===== src/rtl/hbsi_pkg.sv =====
// package: constants and carrier types for the host bus strap interface
package hbsi_pkg;

  // ---------------------------------------------------------------
  // decode and strap defaults
  // ---------------------------------------------------------------
  localparam logic [15:0] HBSI_BASE_DEFAULT = 16'h00A8;
  localparam logic [2:0] HBSI_INT_SEL_DEFAULT = 3'h5;
  localparam int HBSI_ADDR_LO_BIT = 2;
  localparam int HBSI_ADDR_HI8_BIT = 7;
  localparam int HBSI_ADDR_HI16_BIT = 15;

  // port offsets inside the four byte window
  localparam logic [1:0] HBSI_OFS_FLAG = 2'h0;
  localparam logic [1:0] HBSI_OFS_LOW = 2'h1;
  localparam logic [1:0] HBSI_OFS_MID = 2'h2;
  localparam logic [1:0] HBSI_OFS_HIGH = 2'h3;

  // latch reset values
  localparam logic [7:0] HBSI_LATCH_RESET = 8'h00;

  // low latch per-bit source select
  localparam logic [1:0] HBSI_SRC_ONE = 2'h0;
  localparam logic [1:0] HBSI_SRC_ZERO = 2'h1;
  localparam logic [1:0] HBSI_SRC_DATA = 2'h2;

  // ---------------------------------------------------------------
  // timing
  // ---------------------------------------------------------------
  localparam int HBSI_CLK_PERIOD_NS = 25;
  localparam int HBSI_TIMEOUT_NS = 10;
  // longest time rounds down, but never below one cycle
  localparam int HBSI_TIMEOUT_CYC =
    (HBSI_TIMEOUT_NS / HBSI_CLK_PERIOD_NS) < 1 ? 1 :
    (HBSI_TIMEOUT_NS / HBSI_CLK_PERIOD_NS);
  localparam logic [3:0] HBSI_TIMEOUT_CNT = 4'(HBSI_TIMEOUT_CYC);

  // ---------------------------------------------------------------
  // carriers
  // ---------------------------------------------------------------
  typedef struct packed {
    logic [15:0] base;      // per-bit high/low base value
    logic addr16;           // 16-bit addressing fitted
    logic [2:0] int_sel;    // host interrupt line select
    logic bus_hold;         // hold bus until local wait/idle
    logic req_to_bus;       // drive request onto bus
    logic clk_opt;          // bus clocks from transmit clock
    logic zero_wait;        // zero wait state on local ram
    logic tmo_en;           // timeout ready enable
    logic tmo_int_en;       // timeout interrupt enable
    logic [15:0] low_src;   // two bits per low latch bit
    logic [1:0] mem_size;   // 0:64/64 1:128/64 2:128/128
    logic [3:0] pair_ram;   // expansion socket pair is ram
  } hbsi_strap_s;

  typedef struct packed {
    logic [15:0] adr;
    logic [7:0] dat;
    logic iowc;             // i/o write command, active high here
  } hbsi_host_s;

  typedef enum logic [1:0] {HBSI_IDLE, HBSI_OWN, HBSI_REL} hbsi_arb_e;

endpackage : hbsi_pkg


===== src/rtl/hbsi_top.sv =====
// file: host bus strap interface, decode, latches, arbitration, timeout
// Operation
// - match address bits 2..7 or 2..15 against strapped base bits
// - bits 8 and up join the match only with 16-bit strap
// - four write-only byte ports on a four-byte base, default A8 hex
// - host interrupt goes on one of eight lines, line five by default
// - bus hold keeps ownership until local processor waits or idles
// - without hold, release bus after current cycle when requested
// - request either driven to bus or disconnected, arbiter input low
// - high and mid latches take the full low data byte on write
// - each low latch bit takes data, zero or one, one by default
// - master with clock option sources bus clocks from transmit clock
// - local ram access gets zero or one wait state, one default
// - with timeout enabled, missing ready is generated after timeout
// - timeout interrupt raises local input when enabled, else low
// - socket pairs are rom or ram; sizes 64/64, 128/64, 128/128
`timescale 1ns/10ps
module hbsi_top
  import hbsi_pkg::*;
(
  // clock and reset
  input wire logic clk,
  input wire logic rst,
  // straps
  input wire hbsi_strap_s strap,
  // host bus slave side
  input wire hbsi_host_s host,
  // arbitration
  input wire logic bus_req,
  input wire logic cbrq_in_n,
  input wire logic cycle_done,
  input wire logic cpu_wait_idle,
  input wire logic bpro_arb_n,
  // local processor
  input wire logic host_irq_req,
  input wire logic cycle_start,
  input wire logic ext_ready,
  input wire logic ram_access,
  input wire logic [17:0] local_adr,
  input wire logic tx_clk,
  // outputs
  output logic [7:0] host_command_high,
  output logic [7:0] host_command_mid,
  output logic [7:0] host_command_low,
  output logic [2:0] flag_pulse,
  output logic [7:0] bus_int,
  output logic bus_owned,
  output logic cbrq_out_n,
  output logic cbrq_arb_n,
  output logic bpro_out_n,
  output logic bclk_out,
  output logic cclk_out_n,
  output logic local_ready,
  output logic tmo_irq,
  output logic rom_sel,
  output logic ram_sel
);

  // ---------------------------------------------------------------
  // state
  // ---------------------------------------------------------------
  typedef struct packed {
    logic [7:0] high;
    logic [7:0] mid;
    logic [7:0] low;
    logic [2:0] flag;
    logic [7:0] bint;
    hbsi_arb_e arb;
    logic own;
    logic cbrq_o;
    logic cbrq_a;
    logic bpro;
    logic bclk;
    logic cclk;
    logic [3:0] tmo_cnt;
    logic tmo_armed;
    logic wait_done;
    logic rdy;
    logic tirq;
    logic rom;
    logic ram;
  } hbsi_state_s;

  hbsi_state_s st_ff;
  hbsi_state_s nxt_st;
  logic [7:0] low_val;
  logic [15:0] mask;
  logic hit;
  logic tmo_fire;
  logic is_rom;

  // ---------------------------------------------------------------
  // low latch sources, one selector per bit
  // ---------------------------------------------------------------
  for (genvar gi = 0; gi < 8; gi++)
  begin : g_low
    hbsi_low_bit u_bit (
      .src(strap.low_src[2*gi +: 2]),
      .din(host.dat[gi]),
      .dout(low_val[gi])
    );
  end

  // ---------------------------------------------------------------
  // address decode
  // ---------------------------------------------------------------
  // upper byte masked out in 8-bit mode; straps read live
  always_comb
  begin
    mask = 16'h00FC;
    if (strap.addr16)
      mask = 16'hFFFC;
    hit = (host.adr & mask) == (strap.base & mask) && host.iowc;
  end

  // local memory: bank of 32K words picked by top address bits
  always_comb
  begin
    case (local_adr[17:15])
      3'h7: is_rom = 1'b1;
      3'h0: is_rom = 1'b0;
      3'h6: is_rom = !strap.pair_ram[3];
      3'h5: is_rom = !strap.pair_ram[2];
      3'h4: is_rom = !strap.pair_ram[1];
      3'h3: is_rom = !strap.pair_ram[0];
      default: is_rom = (strap.mem_size == 2'h1);
    endcase
  end

  assign tmo_fire = st_ff.tmo_armed && strap.tmo_en && !ext_ready &&
                    (st_ff.tmo_cnt == HBSI_TIMEOUT_CNT);

  // ---------------------------------------------------------------
  // next state
  // ---------------------------------------------------------------
  always_comb
  begin
    nxt_st = st_ff;
    nxt_st.flag = 3'h0;
    // command latches, host writes only
    if (hit)
    begin
      case (host.adr[1:0])
        HBSI_OFS_HIGH: nxt_st.high = host.dat;
        HBSI_OFS_MID: nxt_st.mid = host.dat;
        HBSI_OFS_LOW: nxt_st.low = low_val;
        HBSI_OFS_FLAG: nxt_st.flag = host.dat[2:0];
        default: nxt_st.flag = 3'h0;
      endcase
    end
    // host interrupt on one selected line
    nxt_st.bint = 8'h00;
    nxt_st.bint[strap.int_sel] = host_irq_req;
    // arbitration
    case (st_ff.arb)
      HBSI_IDLE:
        if (bus_req)
          nxt_st.arb = HBSI_OWN;
      HBSI_OWN:
        if (strap.bus_hold ? cpu_wait_idle
            : (!cbrq_in_n && cycle_done))
          nxt_st.arb = HBSI_REL;
      HBSI_REL:
        nxt_st.arb = HBSI_IDLE;
      default:
        nxt_st.arb = HBSI_IDLE;
    endcase
    nxt_st.own = nxt_st.arb == HBSI_OWN;
    nxt_st.cbrq_o = strap.req_to_bus ?
                    !(bus_req && st_ff.arb != HBSI_OWN) : 1'b1;
    nxt_st.cbrq_a = strap.req_to_bus ? cbrq_in_n : 1'b0;
    nxt_st.bpro = bpro_arb_n;
    // bus clocks while master, sampled copy of transmit clock
    nxt_st.bclk = strap.clk_opt && st_ff.arb == HBSI_OWN && tx_clk;
    nxt_st.cclk = !nxt_st.bclk;
    // ready: wait state, then timeout
    nxt_st.rdy = 1'b0;
    nxt_st.tirq = 1'b0;
    if (cycle_start)
    begin
      nxt_st.tmo_armed = 1'b1;
      nxt_st.tmo_cnt = 4'h1;
      nxt_st.wait_done = 1'b0;
    end
    else if (st_ff.tmo_armed)
    begin
      nxt_st.tmo_cnt = st_ff.tmo_cnt + 4'h1;
      if (ram_access && (strap.zero_wait || st_ff.wait_done))
      begin
        nxt_st.rdy = 1'b1;
        nxt_st.tmo_armed = 1'b0;
      end
      else if (ram_access)
        nxt_st.wait_done = 1'b1;
      else if (ext_ready)
      begin
        nxt_st.rdy = 1'b1;
        nxt_st.tmo_armed = 1'b0;
      end
      else if (tmo_fire)
      begin
        nxt_st.rdy = 1'b1;
        nxt_st.tirq = strap.tmo_int_en;
        nxt_st.tmo_armed = 1'b0;
      end
    end
    nxt_st.rom = is_rom;
    nxt_st.ram = !is_rom;
  end

  // state register
  always_ff @(posedge clk)
  begin
    if (rst)
    begin
      st_ff <= '0;
      st_ff.cbrq_o <= 1'b1;
      st_ff.bpro <= 1'b1;
      st_ff.cclk <= 1'b1;
      st_ff.high <= HBSI_LATCH_RESET;
    end
    else
      st_ff <= nxt_st;
  end

  // outputs straight from flops
  assign host_command_high = st_ff.high;
  assign host_command_mid = st_ff.mid;
  assign host_command_low = st_ff.low;
  assign flag_pulse = st_ff.flag;
  assign bus_int = st_ff.bint;
  assign bus_owned = st_ff.own;
  assign cbrq_out_n = st_ff.cbrq_o;
  assign cbrq_arb_n = st_ff.cbrq_a;
  assign bpro_out_n = st_ff.bpro;
  assign bclk_out = st_ff.bclk;
  assign cclk_out_n = st_ff.cclk;
  assign local_ready = st_ff.rdy;
  assign tmo_irq = st_ff.tirq;
  assign rom_sel = st_ff.rom;
  assign ram_sel = st_ff.ram;
endmodule : hbsi_top


===== src/rtl/hbsi_low_bit.sv =====
// file: one low command latch bit source selector
`timescale 1ns/10ps
module hbsi_low_bit
  import hbsi_pkg::*;
(
  // select and data
  input wire logic [1:0] src,
  input wire logic din,
  // chosen value
  output logic dout
);

  // unfitted strap pulls high, so unknown codes also give one
  always_comb
  begin
    case (src)
      HBSI_SRC_ZERO: dout = 1'b0;
      HBSI_SRC_DATA: dout = din;
      default: dout = 1'b1;
    endcase
  end

endmodule : hbsi_low_bit


===== config.mk =====
export PLATFORM = sky130hd
export DESIGN_NAME = hbsi_top
export DESIGN_NICKNAME = d
export VERILOG_FILES = /design/src/rtl/hbsi_pkg.sv /design/src/rtl/hbsi_top.sv /design/src/rtl/hbsi_low_bit.sv
export SDC_FILE = /design/constraint.sdc
export NUM_CORES = 1
export LEC_CHECK = 0
export BUFFER_PORTS_ARGS = -buffer_cell sky130_fd_sc_hd__buf_2
export CORE_MARGIN = 2
export CORE_UTILIZATION = 40
export CTS_BUF_LIST = sky130_fd_sc_hd__clkbuf_4 sky130_fd_sc_hd__clkbuf_8 sky130_fd_sc_hd__clkbuf_16
export DETAILED_ROUTE_END_ITERATION = 10
export PLACE_DENSITY_LB_ADDON = 0.08
export SYNTH_ARGS = -nofsm -noshare
export SYNTH_HDL_FRONTEND = slang
export SYNTH_SLANG_ARGS = --single-unit

===== constraint.sdc =====
create_clock -name clk -period 1.34 [get_ports clk]
set_input_delay 0.201 -clock clk [delete_from_list [all_inputs] [get_ports clk]]
set_output_delay 0.201 -clock clk [all_outputs]
set_load 0.005 [all_outputs]

==> Word-level counts from Yosys, hierarchy flattened <==
Index checks and enable logic that the tools add are counted.
{ "word_totals": {"regBits": 53, "in_bits": 103, "output_inout_bits": 45, "elab_cells": 125} }
{ "op_classes": {"n_addsub": 1, "n_lt_le_gt_ge": 2, "eq_ne": 30, "n_mux": 30, "bitwise_logic": 9, "n_reduce_logical": 33} }
{ "ops": {"columns": ["op", "count"], "rows": [
  ["AND 16 bit", 2],
  ["equality test 2 x 1 -> 1 bit (second input constant)", 12],
  ["equality test 2 bit (second input constant)", 10],
  ["equality test 16 bit", 1],
  ["2-to-1 mux 16 bit", 1],
  ["case mux 1 bit (2 select lines)", 8],
  ["equality test 3 bit (second input constant)", 4],
  ["2-to-1 mux 1 bit", 12],
  ["logical AND 1 bit", 10],
  ["zero test 1 bit", 9],
  ["AND 8 bit", 1],
  ["2-to-1 mux 2 bit", 4],
  ["OR reduction 7 bit", 1],
  ["NOT 1 bit", 6],
  ["case mux 1 bit (6 select lines)", 1],
  ["AND reduction 2 bit", 3],
  ["OR reduction 3 bit", 2],
  ["2-to-1 mux 5 bit", 1],
  ["adder 4 x 1 -> 4 bit (second input constant)", 1],
  ["equality test 4 x 1 -> 1 bit (second input constant)", 1],
  ["zero test 2 bit", 2],
  ["< comparator 3 x 4 -> 1 bit (second input constant)", 1],
  ["case mux 2 bit (2 select lines)", 1],
  ["OR reduction 2 bit", 2],
  ["other kinds (9)", 9]
]} }

==> Depth between registers and ports, before layout <==
{ "depth": {"depth_word": 9, "mapped_depth": 7, "mapped_depth_nobuf": 7} }

==> Hierarchy <==
From an unflattened synthesis, not the netlist that was laid out.
{ "hier_totals": {"hier_cells": 289, "area_unflattened_um2": 2561.2} }
{ "by_module_without_submodules": {"columns": ["mod", "n_inst", "cells_each", "area_per_inst_um2", "seq_area_each_um2"], "rows": [
  ["hbsi_top", 1, 273, 2451.1, 1061.0],
  ["hbsi_low_bit", 8, 2, 13.8, 0.0]
]} }

==> Worst setup path before layout <==
No wires, ideal clock.
{ "synth_timing": {"path_kind": "input-to-reg", "startpoint": "input strap[37] in the netlist's numbering", "endpoint": "register st_ff, in the netlist host_command_low[0]", "setup_ns": 0.096, "arrival_ns": 1.297, "required_ns": 1.244, "path_slack_ns": -0.052, "cell_stages": 6, "n_path_buf": 1, "path_cell_list": "xor2_1 -> nor3_4 -> and2_1 -> buf_6 -> nand3_4 -> o41ai_2"} }
{ "synth_via": {"elab_chain_cells": 4} }
{ "synth_lines": {"columns": ["element", "line", "text"], "rows": [
  ["start, declared", "hbsi_top.sv:25", "input wire hbsi_strap_s strap,"],
  ["AND 16 bit", "hbsi_top.sv:113", "hit = (host.adr & mask) == (strap.base & mask) && host.iowc;"],
  ["equality test 16 bit", "hbsi_top.sv:113", null],
  ["logical AND 1 bit", "hbsi_top.sv:113", null],
  ["AND reduction 2 bit (no source line)", null, null],
  ["end signal, assigned", "hbsi_top.sv:223", "st_ff <= nxt_st;"],
  ["end, declared", "hbsi_top.sv:84", "hbsi_state_s st_ff;"]
]} }
Every way passes these cells.
A chain may end at the register's enable or synchronous reset.

==> Worst setup path after layout <==
{ "layout_timing": {"startpoint": "register st_ff[7] in the netlist's numbering", "endpoint": "register st_ff, in the netlist local_ready"} }
{ "layout_via": {"elab_chain_cells": 6} }
{ "layout_lines": {"columns": ["element", "line", "text"], "rows": [
  ["equality test 4 x 1 -> 1 bit", "hbsi_top.sv:131", "(st_ff.tmo_cnt == HBSI_TIMEOUT_CNT);"],
  ["logical AND 1 bit", "hbsi_top.sv:130", "assign tmo_fire = st_ff.tmo_armed && strap.tmo_en && !ext_ready &&"],
  ["2-to-1 mux 2 bit", "hbsi_top.sv:200", "else if (tmo_fire)"],
  ["2-to-1 mux 1 bit", "hbsi_top.sv:195", "else if (ext_ready)"],
  ["2-to-1 mux 2 bit", "hbsi_top.sv:193", "else if (ram_access)"],
  ["2-to-1 mux 1 bit", "hbsi_top.sv:188", "if (ram_access && (strap.zero_wait || st_ff.wait_done))"]
]} }
Every way passes these cells.

==> impl_metrics.json <==
{
  "diodes": 0,
  "synthMuxAreaShare_pct": 0.379,
  "synth-adder-area-share_pct": 0.948,
  "synth_area_leaders": "dfxtp_1 40%, buf_4 10%, o21ai_0 5.1%",
  "rsz0062_at_grt": "true",
  "p_total_mw": 2.97,
  "fmax_mhz": 739,
  "crit_buf_inv": 1,
  "cp.arrival_ns": 1.57,
  "die_w_microns": 85.2,
  "cts_buffers": 5,
  "ios": 148,
  "min_from": "bpro_arb_n",
  "clk_path_buf_depth": 2,
  "timing_hold_violations_final": 0,
  "status": "complete, but fails checks",
  "grt_use_total_pct": 18.0,
  "start_kind": "flop",
  "clock-sinks": 53,
  "grt_pass1_vias": 2309,
  "hold_depth": 2,
  "netlist_area_sq_mm": 0.00264,
  "core_sq_mm": 0.00635,
  "clkLatencyLatePin_ns": 0.30,
  "grt_max_degree": 25,
  "synth-seq-area-share_pct": 40.2,
  "violations": "negative setup slack",
  "final_area_sq_mm": 0.00339,
  "r2r-start": "st_ff[7]",
  "grt.overflow.total": 0,
  "finalCritPeriodShare_pct": 101,
  "hold_path.class": "in -> reg",
  "crit_cells": 6,
  "netlist_instances": 287,
  "routedWlPerCell_microns": 13.3,
  "drv_slew": 0,
  "ant_nets": 0,
  "hold_buffers": 0,
  "min_period_ns": 1.35,
  "first_iter_violations": 67,
  "fin_skew_ns": 0.00850,
  "num_vias": 2363,
  "via_per_inst": 4.99,
  "synth_compound_gate_area_share_pct": 16.0,
  "synth_top_area_share_pct": 40.2,
  "leakage_nw": 1.54,
  "layout-drive-gt1-share_pct": 45.3,
  "yosysTopAreaCell": "dfxtp_1",
  "drc": 0,
  "setup_ws_ns": -0.0139,
  "ys_ff_latch": 53,
  "finalNetCount": 501,
  "tightest_slew_ns": 0.374,
  "worstSetupPathType": "reg -> reg",
  "port_buffers": 130,
  "synth_top_family_by_area": "simple AND/OR/NAND/NOR gates",
  "crit_start": "st_ff[7]",
  "syn_area_per_cell_sq_um": 9.19,
  "setup_viol": 1,
  "ir_worst_vdd_uv": 488,
  "cts_tree": "yes",
  "grt_pass1_wl_mm": 10.5,
  "synth-simple-area-share_pct": 24.0,
  "crit_required_ns": 1.55,
  "cp_top_family": "simple AND/OR/NAND/NOR gates",
  "globalplace.congestion": 0.785,
  "path_clk_slew_ns": 0.10,
  "die_h_microns": 85.2,
  "rows": 29,
  "drt_pass1_iterations": 4,
  "dp_hpwl_mm": 4.79,
  "synth.yosys.warnings": 0,
  "initial_core_util_pct": 41.6,
  "die_area_sq_mm": 0.00726,
  "critPathMaxStageDelay_ns": 0.33,
  "worstPathCellList": "inv_2, ha_4, nor4bb_4, nand3b_1, a22o_1, nor4b_2",
  "synth_nets": 392,
  "synth_cell_type_count": 42,
  "cts_setup_buffers": 0,
  "endpoint_kind": "flop",
  "powerDensity_mw_per_mm2": 875,
  "relSlewSlack_pct": 75.0,
  "area_growth_pct": 28.4,
  "drv_cap": 0,
  "cts_root_buffer": "clkbuf_8",
  "synth-xor-area-share_pct": 5.64,
  "wl_mm": 6.30,
  "worst-path-max-fanout": 2,
  "antenna_found_initial": 0,
  "reg2reg_depth": 6,
  "place_area_sq_mm": 0.00326,
  "h-tree-depth": 2,
  "crit_slowest_cell": "dfxtp_2"
}
==> routing by layer <==
metal / GRT usage (%) / routed length [microns] / share of wire [%]
met5: 0 / 0 / 0
met4: 3.90 / 40 / 0.63
met3: 4.09 / 468 / 7.4
met2: 30.4 / 2950 / 47
met1: 23.7 / 2840 / 45
==> cells in the final DEF, fill, tap and decap left out, drive strengths merged <==
| cell | instances |
|---|---|
| buf | 151 |
| dfxtp | 53 |
| o21ai | 28 |
| nand4 | 20 |
| nor2b | 20 |
| a21oi | 19 |
| nor2 | 14 |
| xnor2 | 11 |
| nor3b | 8 |
| o41ai | 8 |
| nor3 | 7 |
| xor2 | 6 |
| clkbuf | 6 |
| and2 | 5 |
| nand2 | 4 |
| nand2b | 4 |
| nand3 | 4 |
| nand3b | 3 |
| inv | 3 |
| and3 | 2 |
| o211ai | 2 |
| clkinvlp | 2 |
| nor4b | 2 |
| ha | 2 |
| and4 | 1 |
| o21a | 1 |
| or3b | 1 |
| nand4b | 1 |
| and3b | 1 |
| or2 | 1 |
| nor4bb | 1 |
| a22o | 1 |
| a31oi | 1 |
| nor4 | 1 |
| or4bb | 1 |
| mux2i | 1 |
| a2111oi | 1 |
==> cells by family (layout without fill, tap and decap cells) <==
logic type                 Yosys count  after routing
and+or+nand+nor                    101            101
buffers and inverters               52            162
xor gates and xnor gates            17             17
adders and majority gates            2              2
DFF                                 53             53
muxes                                1              1
AOI/OAI and AO/OA                   61             61
==> cell usage after synthesis <==
| cell type | instances |
|---|---|
| xnor2_1 | 11 |
| or4bb_1 | 1 |
| nor3_1 | 6 |
| buf_1 | 3 |
| ha_1 | 2 |
| nand4b_1 | 1 |
| a22o_1 | 1 |
| nor3b_1 | 8 |
| nor2b_1 | 20 |
| nand3_1 | 3 |
| and3b_1 | 1 |
| or2_2 | 1 |
| or3b_2 | 1 |
| buf_4 | 35 |
| nor4bb_1 | 1 |
| nand3_4 | 1 |
| a21oi_1 | 19 |
| dfxtp_1 | 53 |
| o211ai_1 | 2 |
| nor2_1 | 14 |
| and4_1 | 1 |
| nand2_1 | 4 |
| o21ai_0 | 27 |
| nor4b_1 | 2 |
| a31oi_1 | 1 |
| nand3b_1 | 3 |
| xor2_1 | 6 |
| o21a_1 | 1 |
| nand2b_1 | 4 |
| mux2i_1 | 1 |
| nand4_1 | 20 |
| nor3_4 | 1 |
| o41ai_2 | 8 |
| inv_1 | 3 |
| and3_1 | 2 |
| o21ai_4 | 1 |
| buf_6 | 1 |
| buf_2 | 2 |
| nor4_1 | 1 |
| and2_1 | 5 |
| clkbuf_1 | 8 |
| a2111oi_0 | 1 |
==> sequential cells by signal, indices dropped and copies added, names as in the netlist, 3 cells and up <==
| register | count |
|---|---|
| host_command_mid | 8 |
| host_command_low | 8 |
| bus_int | 8 |
| host_command_high | 8 |
| st_ff | 8 |
| flag_pulse | 3 |
==> timing repair <==
action                     4_1_cts  5_1_grt
setup endpoints to repair        3        4
resized for setup                7        2
pin swaps                        4        2
==> area by class of cell <==
class                           count  area (sq um)
Clock inverter                      2          15.0
Multi-Input combinational cell    182          1280
Tap cell                           77          96.3
Sequential cell                    53          1060
Clock buffer                        6          76.3
Fill cell                         622          2960
Timing Repair Buffer              151           846
Inverter                            3          11.3
==> where the power goes <==
group          total [mW]  internal (mW)  switching [mW]
combinational       0.448          0.232           0.216
clock               0.898          0.389           0.508
sequential           1.62           1.60          0.0166
==> stage by stage <==
stage / utilization, % / hold slack [ns] / TNS [ns] / setup WS [ns] / cells
2_1_floorplan: - / 0.278 / -0.104 / -0.0140 / 287
3_3_place_gp: 51.3 / 0.388 / -4.12 / -0.171 / 466
3_5_place_dp: 51.3 / 0.386 / -4.63 / -0.220 / 466
4_1_cts: 53.3 / 0.0754 / -0.00130 / -0.00130 / 474
5_1_grt: 53.4 / 0.0918 / -0.281 / -0.110 / 474
6_report: 53.4 / 0.0856 / -0.0139 / -0.0139 / 474
==> path summary, 6_finish.rpt <==
check / end / slack (ns)
worst min register to register: host_command_high[6] / 0.48
worst max-delay path: local_ready / -0.01
worst min-delay path: bpro_out_n / 0.09
worst max register to register: local_ready / -0.01
No activity file was read; power rests on OpenSTA's default activity.
